$ cat config.mk
export PLATFORM = sky130hd
export DESIGN_NAME = cdd_top
export DESIGN_NICKNAME = d
export VERILOG_FILES = /design/src/rtl/cdd_channel.v /design/src/rtl/cdd_top.v
export VERILOG_INCLUDE_DIRS = /design/src /design/src/rtl
export SDC_FILE = /design/constraint.sdc
export NUM_CORES = 1
export LEC_CHECK = 0
export BUFFER_PORTS_ARGS = -buffer_cell sky130_fd_sc_hd__buf_2
export CAP_MARGIN = 20
export CORE_ASPECT_RATIO = 2
export CORE_MARGIN = 2
export CORE_UTILIZATION = 50
export CTS_CLUSTER_SIZE = 40
export DETAILED_ROUTE_END_ITERATION = 12
export PLACE_DENSITY = 0.68
export SLEW_MARGIN = 30
export SYNTH_ARGS = -nofsm -noshare
export SYNTH_HDL_FRONTEND = slang
export SYNTH_SLANG_ARGS = --single-unit
$ cat constraint.sdc
create_clock -name clk_i -period 2.7 [get_ports clk_i]
set_input_delay 0.54 -clock clk_i [delete_from_list [all_inputs] [get_ports clk_i]]
set_output_delay 0.54 -clock clk_i [all_outputs]
set_load 0.005 [all_outputs]
$ cat src/rtl/cdd_consts.vh
// Constants for the clock divider distribution control block
`ifndef CDD_CONSTS_VH
`define CDD_CONSTS_VH

// ************************************************************
// Serial word layout
// ************************************************************
`define CDD_WORD_W 32
`define CDD_ADDR_W 4
`define CDD_DATA_W 28
`define CDD_NUM_CH 8

// ************************************************************
// Channel field positions inside words 0 to 7
// ************************************************************
`define CDD_F_RESET 31
`define CDD_F_MUX_HI 18
`define CDD_F_MUX_LO 17
`define CDD_F_EN 16
`define CDD_F_DIV_HI 15
`define CDD_F_DIV_LO 8
`define CDD_F_DLY_HI 7
`define CDD_F_DLY_LO 4

// ************************************************************
// Global word and field positions
// ************************************************************
`define CDD_ADDR_GLOBAL 4'hE
`define CDD_F_GEN 27
`define CDD_F_REFSEL 29

// ************************************************************
// Source select codes and reset values
// ************************************************************
`define CDD_MUX_BYPASS 2'h0
`define CDD_MUX_DIVIDED 2'h1
`define CDD_MUX_DELAYED 2'h2
`define CDD_MUX_DIVDLY 2'h3
`define CDD_RST_MUX 2'h0
`define CDD_RST_EN 1'h0
`define CDD_RST_DIV 8'h01
`define CDD_RST_DLY 4'h0
`define CDD_RST_GEN 1'h1
`define CDD_RST_REFSEL 1'h0

// ************************************************************
// Delay step and range, alignment latency
// ************************************************************
`define CDD_DLY_STEP_PS 150
`define CDD_DLY_MAX_PS 2250
`define CDD_SYNC_LAT 4
`endif

$ cat src/rtl/cdd_channel.v
// One output channel: divider, alignment hold, delay code, gating
`timescale 1ns/1ps
`default_nettype none
`include "cdd_consts.vh"
module cdd_channel (
	input wire clk_i, // Distribution clock
	input wire rst_n_i, // Async reset, active low
	input wire ref_i, // Selected reference level
	input wire hold_i, // Aligned hold from align pin
	input wire [1:0] mux_i, // Channel source select
	input wire [7:0] div_i, // Channel divide value
	input wire [3:0] dly_i, // Channel delay code
	input wire en_i, // Combined enable
	input wire gate_low_i, // Enable pin forces low
	output reg out_o, // Channel output level
	output reg off_o, // Channel in Off state
	output reg [11:0] dly_ps_o // Delay in ps
);
	reg [7:0] cnt_r;
	reg div_r;
	wire divided;
	wire [7:0] half;
	assign divided = mux_i[0] | (div_i > 8'h01);
	assign half = (div_i == 8'h00) ? 8'h01 : div_i;

	// Divider restarts high together on release of the hold
	always @(posedge clk_i or negedge rst_n_i) begin
		if (!rst_n_i) begin
			cnt_r <= 8'h00;
			div_r <= 1'b0;
		end else if (hold_i) begin
			cnt_r <= 8'h00;
			div_r <= 1'b0;
		end else if (cnt_r == 8'h00) begin
			div_r <= ~div_r;
			cnt_r <= half - 8'h01;
		end else begin
			cnt_r <= cnt_r - 8'h01;
		end
	end

	// Output gating; bypass ignores hold and passes the reference
	always @(posedge clk_i or negedge rst_n_i) begin
		if (!rst_n_i) begin
			out_o <= 1'b0;
			off_o <= 1'b1;
			dly_ps_o <= 12'h000;
		end else begin
			off_o <= ~en_i;
			dly_ps_o <= {8'h00, dly_i} * 12'd`CDD_DLY_STEP_PS;
			if (!en_i || gate_low_i)
				out_o <= 1'b0;
			else if (mux_i == `CDD_MUX_BYPASS)
				out_o <= ref_i;
			else
				out_o <= divided ? div_r : ref_i;
		end
	end
endmodule // cdd_channel
`default_nettype wire

$ cat src/rtl/cdd_top.v
// Control logic of the eight-channel clock distributor
`timescale 1ns/1ps
`default_nettype none
`include "cdd_consts.vh"
module cdd_top (
	input wire clk_i, // Distribution path clock
	input wire rst_n_i, // Power-on reset, active low
	input wire serial_clock_in_i, // Serial clock, synchronous level
	input wire serial_data_in_i, // Serial data
	input wire serial_latch_in_i, // Serial latch
	input wire ref_input_a_i, // Reference a level
	input wire ref_input_b_i, // Reference b level
	input wire global_enable_pin_i, // High or open enables
	input wire align_n_i, // Align pin, active low
	output wire [7:0] channel_output_o, // Channel output levels
	output wire [7:0] channel_off_o, // Channel Off state flags
	output wire [95:0] channel_delay_ps_o, // Delay ps, 12 bits each
	output reg ref_select_o // Reference in use, 1 is b
);
	// ************************************************************
	// Serial shift and latch
	// ************************************************************
	reg [31:0] shift_r;
	reg sclk_d_r;
	reg latch_d_r;
	reg [1:0] mux_r [0:7];
	reg en_r [0:7];
	reg [7:0] div_r [0:7];
	reg [3:0] dly_r [0:7];
	reg gen_r;
	wire sclk_rise;
	wire latch_rise;
	wire [3:0] addr;
	integer i;
	// Rise detectors; the pins idle low, so clearing the delayed
	// copies at reset cannot fake an edge straight after reset
	assign sclk_rise = serial_clock_in_i & ~sclk_d_r;
	assign latch_rise = serial_latch_in_i & ~latch_d_r;
	assign addr = shift_r[3:0];

	// Edge detect and shift; the pins are already synchronous
	always @(posedge clk_i or negedge rst_n_i) begin
		if (!rst_n_i) begin
			shift_r <= 32'h0000_0000;
			sclk_d_r <= 1'b0;
			latch_d_r <= 1'b0;
		end else begin
			sclk_d_r <= serial_clock_in_i;
			latch_d_r <= serial_latch_in_i;
			if (sclk_rise)
				shift_r <= {shift_r[30:0], serial_data_in_i};
		end
	end

	// ************************************************************
	// Word decode
	// ************************************************************
	wire [2:0] chan_sel;
	wire word_reset;
	wire word_chan;
	wire word_global;
	wire [1:0] mux_f;
	wire en_f;
	wire [7:0] div_f;
	wire [3:0] dly_f;
	wire gen_f;
	wire refsel_f;
	// Reset word wins over a channel 0 write; its other bits are ignored
	assign chan_sel = addr[2:0];
	assign word_reset = latch_rise & (addr == 4'h0) &
		shift_r[`CDD_F_RESET];
	assign word_chan = latch_rise & ~word_reset & (addr < 4'h8);
	assign word_global = latch_rise & (addr == `CDD_ADDR_GLOBAL);
	// Field slices; addresses 8 to 13 and 15 select nothing
	assign mux_f = shift_r[`CDD_F_MUX_HI:`CDD_F_MUX_LO];
	assign en_f = shift_r[`CDD_F_EN];
	assign div_f = shift_r[`CDD_F_DIV_HI:`CDD_F_DIV_LO];
	assign dly_f = shift_r[`CDD_F_DLY_HI:`CDD_F_DLY_LO];
	assign gen_f = shift_r[`CDD_F_GEN];
	assign refsel_f = shift_r[`CDD_F_REFSEL];

	// ************************************************************
	// Register bank next values
	// ************************************************************
	reg [1:0] mux_nxt [0:7];
	reg en_nxt [0:7];
	reg [7:0] div_nxt [0:7];
	reg [3:0] dly_nxt [0:7];
	reg gen_nxt;
	reg ref_select_nxt;
	integer j;
	// Hold by default; only a decoded latch rise moves anything
	always @* begin
		gen_nxt = gen_r;
		ref_select_nxt = ref_select_o;
		for (j = 0; j < 8; j = j + 1) begin
			mux_nxt[j] = mux_r[j];
			en_nxt[j] = en_r[j];
			div_nxt[j] = div_r[j];
			dly_nxt[j] = dly_r[j];
		end
		if (word_reset) begin
			gen_nxt = `CDD_RST_GEN;
			ref_select_nxt = `CDD_RST_REFSEL;
			for (j = 0; j < 8; j = j + 1) begin
				mux_nxt[j] = `CDD_RST_MUX;
				en_nxt[j] = `CDD_RST_EN;
				div_nxt[j] = `CDD_RST_DIV;
				dly_nxt[j] = `CDD_RST_DLY;
			end
		end else if (word_chan) begin
			mux_nxt[chan_sel] = mux_f;
			en_nxt[chan_sel] = en_f;
			div_nxt[chan_sel] = div_f;
			dly_nxt[chan_sel] = dly_f;
		end else if (word_global) begin
			gen_nxt = gen_f;
			ref_select_nxt = refsel_f;
		end
	end

	// Bank flops; power-on reset loads the same defaults as the reset word
	always @(posedge clk_i or negedge rst_n_i) begin
		if (!rst_n_i) begin
			gen_r <= `CDD_RST_GEN;
			ref_select_o <= `CDD_RST_REFSEL;
			for (i = 0; i < 8; i = i + 1) begin
				mux_r[i] <= `CDD_RST_MUX;
				en_r[i] <= `CDD_RST_EN;
				div_r[i] <= `CDD_RST_DIV;
				dly_r[i] <= `CDD_RST_DLY;
			end
		end else begin
			gen_r <= gen_nxt;
			ref_select_o <= ref_select_nxt;
			for (i = 0; i < 8; i = i + 1) begin
				mux_r[i] <= mux_nxt[i];
				en_r[i] <= en_nxt[i];
				div_r[i] <= div_nxt[i];
				dly_r[i] <= dly_nxt[i];
			end
		end
	end

	// ************************************************************
	// Alignment pipeline
	// ************************************************************
	reg align_q_r;
	reg [3:0] hold_pipe_r;
	wire hold_now;
	wire ref_sel;
	// Registered low then four more cycles; pull-up is outside pin
	always @(posedge clk_i or negedge rst_n_i) begin
		if (!rst_n_i) begin
			align_q_r <= 1'b0;
			hold_pipe_r <= 4'h0;
		end else begin
			align_q_r <= ~align_n_i;
			hold_pipe_r <= {hold_pipe_r[2:0], align_q_r};
		end
	end
	// Last stage releases every divider on the same edge, which is
	// what keeps the divided channels rising together
	assign hold_now = hold_pipe_r[`CDD_SYNC_LAT-1];

	// ************************************************************
	// Reference select
	// ************************************************************
	// One mux ahead of all channels, so bypassed and undivided delayed
	// channels share one source and stay in phase
	assign ref_sel = ref_select_o ? ref_input_b_i : ref_input_a_i;

	// ************************************************************
	// Channels
	// ************************************************************
	wire [7:0] chan_en;
	wire gate_low;
	// Pin low gives a low level, not Off, so off flags ignore it
	assign gate_low = ~global_enable_pin_i;
	genvar g;
	generate
		for (g = 0; g < 8; g = g + 1) begin : gen_ch
			// Channel bit and all-outputs bit both needed
			assign chan_en[g] = en_r[g] & gen_r;
			cdd_channel u_ch (
				.clk_i(clk_i),
				.rst_n_i(rst_n_i),
				.ref_i(ref_sel),
				.hold_i(hold_now),
				.mux_i(mux_r[g]),
				.div_i(div_r[g]),
				.dly_i(dly_r[g]),
				.en_i(chan_en[g]),
				.gate_low_i(gate_low),
				.out_o(channel_output_o[g]),
				.off_o(channel_off_o[g]),
				.dly_ps_o(channel_delay_ps_o[g*12 +: 12])
			);
		end
	endgenerate
endmodule // cdd_top
`default_nettype wire
# Word level (Yosys, flattened, before mapping)
# Index checks and enable logic that the tools add are counted.
# word_totals
in_bits	9
ff_bits	337
out_inout_bits	113
word_cells	305
# classes
multipliers	8
order_cmp	11
n_reduce_logical	53
bitwise_logic	45
add_sub_neg	16
mux	91
eq_ne	2
# ops
op	count
two-way mux 8 bit	27
zero test 8 bit	16
two-way mux 64 bit	2
subtractor 8 x 1 -> 8 bit, second input constant	16
multiplier 4 x 7 -> 11 bit, second input constant	8
bitwise mux 64 bit	1
> comparator 8 x 1 -> 1 bit, second input constant	8
two-way mux 32 bit	2
two-way mux 1 bit	48
bitwise mux 32 bit	1
two-way mux 16 bit	2
demux 8 bit (select 3 bit)	1
NOT 1 bit	21
nonzero test 2 bit	10
bitwise mux 16 bit	1
zero test 2 bit	8
bitwise AND 1 bit	15
demux 4 bit (select 3 bit)	1
bitwise mux 8 bit	1
zero test 1 bit	8
logical OR 1 bit	8
OR 1 bit	8
demux 2 bit (select 3 bit)	1
== test 4 bit, second input constant	1
other kinds (11)	11

# Depth between registers and ports, before layout
# depth
depth_word	9
mapped_depth	10
depth_no_buf	9

# By module
# From an unflattened synthesis, not the netlist that was laid out.
# hier_totals
hier_cells	1727
area_unflattened_um2	17675.7
# modules_own_cells
module	n_inst	seq_area_each_um2	area_per_inst_um2	cells_each
cdd_top	1	4040.1	6816.5	671
cdd_channel (gen_ch[0].u_ch ...)	4	551.8	1375.1	135
cdd_channel (gen_ch[2].u_ch ...)	3	551.8	1340.0	129
cdd_channel (gen_ch[3].u_ch)	1	551.8	1338.8	129

# Least setup slack after synthesis
# OpenSTA, ideal clock, no wires.
# synth_timing
path_type	register to register
start	register div_r[51] (netlist bit)
end	register gen_ch[1].u_ch.cnt_r[4]
period_less_slack_ns	2.514
n_path_buf	0
setup_slack_ns	0.186
path_stages_with_launch	10
setup_time_ns	0.082
required_time_ns	2.618
t_arrival_ns	2.432
cell_sequence	dfrtp_1 > or4_1 > or4_1 > a21oi_1 > nor2_1 > ha_1 > or3b_2 > nand2_1 > a21o_1 > a31oi_1
# synth_via
elab_chain_cells	5
# synth_rtl
element	line	rtl
start, declared	cdd_top.v:28	reg [7:0] div_r [0:7];
start signal, assigned by index	cdd_top.v:130	div_r[i] <= `CDD_RST_DIV;
start signal, assigned by index	cdd_top.v:139	div_r[i] <= div_nxt[i];
zero test 8 bit	cdd_channel.v:24	assign half = (div_i == 8'h00) ? 8'h01 : div_i;
two-way mux 8 bit (*)	cdd_channel.v:24	
subtractor 8 x 1 -> 8 bit (*)	cdd_channel.v:36	cnt_r <= half - 8'h01;
two-way mux 8 bit (*)	cdd_channel.v:34	end else if (cnt_r == 8'h00) begin
two-way mux 8 bit (*)	cdd_channel.v:31	end else if (hold_i) begin
end signal, assigned	cdd_channel.v:36	
end signal, assigned	cdd_channel.v:38	cnt_r <= cnt_r - 8'h01;
end, declared	cdd_channel.v:19	reg [7:0] cnt_r;
# Mark *: on every way between the ends. The rest lies on a longest branch, timed or not.
# A chain may end at the register's enable or synchronous reset.

# Worst setup path in the final report
# layout_timing
start	register div_r[52] (netlist bit)
end	register gen_ch[1].u_ch.cnt_r[4]
# Same word-level chain as after synthesis.

==> metrics.csv <==
metric,value,unit
Chip Height,266,microns
Worst Setup EP,gen_ch[1].u_ch.cnt_r[4]$_DFF_PN0_,
GRT Util Overall,23.1,%
largest net degree at the start of global routing,79,
worst slew pin tran,0.623,ns
Worst setup EP type,register,
initial DRC count,757,
Die Footprint,36000,sq um
post-synth top area share,46.6,%
Pre-antenna DRT Iters,5,
Num CTS Buffers,29,
FP Rows,96,
ANT nets after route,0,
sequential area share after synthesis,49.2,%
startpoint types,register,
Inserted Diodes,0,
WS Path Type,reg2reg,
DR vias/cell,5.78,
distinct cell type count of the synthesized netlist,67,
# fillers,2971,
final period utilization,96.0,%
layout cells sized above 1,16.5,%
Synth Cell Area,17200,sq um
number of max-cap violations,0,
number of global-route vias before repair,13600,
htree depth,1,
flop2flop setup slack,0.11,ns
Peak supply drop,0.598,mV
global-route wire length before repair,67300,microns
worst r2r dst,gen_ch[1].u_ch.cnt_r[4]$_DFF_PN0_,
CP Cell Sequence,"or4_1, or4_4, a21oi_2, nor2_1, ha_1, or3b_4, nand2_1, a21o_1, a31oi_1",
met3 usage,2.30,%
Setup TNS,0,ns
Nets,1956,
Syn Area/Cell,9.91,sq um
status,"finished, final reports clean",
"Clk pin slew, worst setup/hold paths",0.07,ns
CTS root buf,clkbuf_16,
fin crit period,2.59,ns
Clock Latency Late Sink,0.59,ns
final std cells w/o fill,2291,
Global Route met2 Usage,44.0,%
peak fanout along the critical path,5,
Reg power frac,40.2,%
I/O Buffers,113,
clock sinks,337,
Max Slew Vio Count,0,
core area,34100,sq um
Setup Viol. Count Final,0,
DRC,0,
Worst Skew,0.0291,ns
Cell Pwr Density,1070,nW/um^2
CTS tree,yes,
prevailing post-synth register cell,dfrtp_1,
placer congestion estimate,0.875,
Initial Util,50.4,%
Yosys warnings,0,
Synth area leader,dfrtp_1,
Pint,12.5,mW
Setup crit start,div_r[52]$_DFFE_PN0P_,
via count,13200,
max_slew headroom,58.5,%
highest clock rate,386,MHz
GRT Max-Usage Layer,met2,
RR Startpoint,div_r[52]$_DFFE_PN0P_,
met1 Track Usage GR,25.2,%
Die Wd,135,microns
remaining global-route overflow,0,
arrival time at the worst endpoint,3.09,ns
io pins,122,
Area growth syn-to-layout,12.5,%
Tot Pwr,20.7,mW
Critical Path Slowest Stage Cell,or4_1,
placed instance count,2235,
Final Hold Fails,0,
Psw,8.22,mW
WP data required,3.19,ns
Yosys reg bits,337,
Post-Syn Instances,1734,
CTS max path bufs,3,
Post-synth ARST share,100,%
worst min-delay path category,in2reg,
Post-synth EDFFs,0,
Clock Power Share,20.7,%
switch share,39.7,%
FF-to-FF path depth,9,
largest cells by area after synthesis,"dfrtp_1, ha_1, a21oi_1",
hpwl dp,28900,microns
routed length per instance,17.8,microns
leak pwr,9.40,nW
CP max stage delay,0.55,ns
number of antenna violations at the first check in global routing,0,
Post-Route WL,40700,microns
Gate power share,39.1,%
==> cells in the final DEF, fill, tap and decap left out, types with 22 or more instances in the layout <==
master	instances
nand2_1	222
nor3_1	47
buf_2	112
inv_1	75
xnor2_1	37
nor4_1	35
a31oi_1	27
xor2_1	22
clkbuf_16	29
nand3_1	97
nor2_1	85
dfrtp_1	319
buf_4	45
ha_1	112
a21o_1	22
a21oi_1	172
mux2_2	33
o21ai_0	47
==> power by group through the flow <==
stage | Combinational (mW) | Sequential, mW | Clock [mW]
2_1_floorplan | 5.95 | 7.57 | 0
3_3_place_gp | 7.80 | 8.35 | 0
3_5_place_dp | 8.00 | 8.41 | 0
4_1_cts | 8.10 | 8.32 | 4.40
5_1_grt | 9.21 | 8.52 | 4.59
6_report | 8.11 | 8.33 | 4.30
==> logic make-up (layout without fill, tap and decap cells) <==
family                   after synthesis  count (layout)  synth area share (%)
multiplexers                          46              46                  2.92
AO/OA/AOI/OAI                        374             374                  13.4
buffers and inverters                186             295                  4.66
XOR/XNOR                              59              59                  3.01
other                                  1               8                0.0218
flip-flops                           337             337                  49.2
adder cells (fa/ha/maj)              120             120                  9.08
AND/OR/NAND/NOR                      611             611                  17.7
==> flip-flops by register name, summed over array words and instances (netlist names), 4 cells and up <==
register / cells
gen_ch.u_ch.dly_ps_o: 88
div_r: 64
gen_ch.u_ch.cnt_r: 64
dly_r: 32
shift_r: 32
mux_r: 16
en_r: 8
gen_ch.u_ch.div_r: 8
gen_ch.u_ch.off_o: 8
gen_ch.u_ch.out_o: 8
hold_pipe_r: 4
==> layout make-up <==
class                   count  area [sq um]  share of cell area (%)
clock inverters            22           216                    1.12
multi-input cells        1218          8010                    41.4
clock buffers              32           757                    3.92
repair buffers            166          1060                    5.50
well taps                 441           552                    2.85
flip-flops and latches    337          8460                    43.7
inverters                  75           282                    1.46
==> cell usage after synthesis (8+ instances only) <==
| cell type | n |
|---|---|
| nor4_1 | 35 |
| buf_4 | 25 |
| nand2b_1 | 16 |
| o211ai_1 | 13 |
| a21oi_1 | 174 |
| o311ai_0 | 9 |
| nor3_1 | 47 |
| ha_1 | 112 |
| nand3_1 | 97 |
| nand3b_1 | 9 |
| a31oi_1 | 27 |
| dfstp_2 | 17 |
| o21a_1 | 12 |
| a221oi_1 | 9 |
| or2_2 | 9 |
| mux2i_1 | 13 |
| nor3b_1 | 8 |
| o21ai_0 | 47 |
| and2_1 | 10 |
| fa_1 | 8 |
| and3_1 | 8 |
| a21o_1 | 22 |
| nor2b_1 | 14 |
| dfrtp_1 | 320 |
| nand4b_1 | 8 |
| o31ai_1 | 15 |
| inv_1 | 75 |
| xor2_1 | 22 |
| mux2_2 | 33 |
| nand2_1 | 222 |
| clkbuf_1 | 72 |
| xnor2_1 | 37 |
| or4_1 | 17 |
| nor2_1 | 85 |
==> per-stage QoR <==
step	hold WS [ns]	setup slack [ns]	instance area, sq um	util (%)
5_1_grt	0.0673	-0.0104	19300	56.7
3_3_place_gp	0.332	0.0994	18300	53.7
3_5_place_dp	0.336	0.0657	18300	53.7
2_1_floorplan	0.244	0.186	17200	-
4_1_cts	0.0503	0.0536	19300	56.6
6_report	0.0678	0.108	19300	56.7
==> metal layers <==
metal	wire length, microns	up-vias	part of all wire [%]
met5	0	-	0
met3	1520	114	3.7
met1	15200	6498	37
met2	22100	337	54
met4	1830	0	4.5
li1	-	6295	-
==> critical path, delay by kind of cell (launching register included) <==
family	cells	cell delay, ns
simple gates	5	1.39
compound gates	3	0.51
flops	1	0.40
fa+ha+maj	1	0.20
==> how the worst min path moves through the flow <==
stage | depth (start not counted) | startpoint | to
2_1_floorplan | 0 | rst_n_i | align_q_r$_DFF_PN0_
3_3_place_gp | 0 | hold_pipe_r[1]$_DFF_PN0_ | hold_pipe_r[2]$_DFF_PN0_
3_5_place_dp | 0 | hold_pipe_r[1]$_DFF_PN0_ | hold_pipe_r[2]$_DFF_PN0_
4_1_cts | 1 | serial_clock_in_i | sclk_d_r$_DFF_PN0_
5_1_grt | 1 | serial_clock_in_i | sclk_d_r$_DFF_PN0_
6_report | 1 | serial_clock_in_i | sclk_d_r$_DFF_PN0_
==> what timing repair did <==
action | 4_1_cts | 5_1_grt
setup endpoints to repair | 0 | 3
hold buffers | 1 | 0
buffers inserted | 0 | 1
resized for setup | 0 | 5
endpoints found under the hold margin | 50 | 0
No activity file was read; power rests on OpenSTA's default activity.
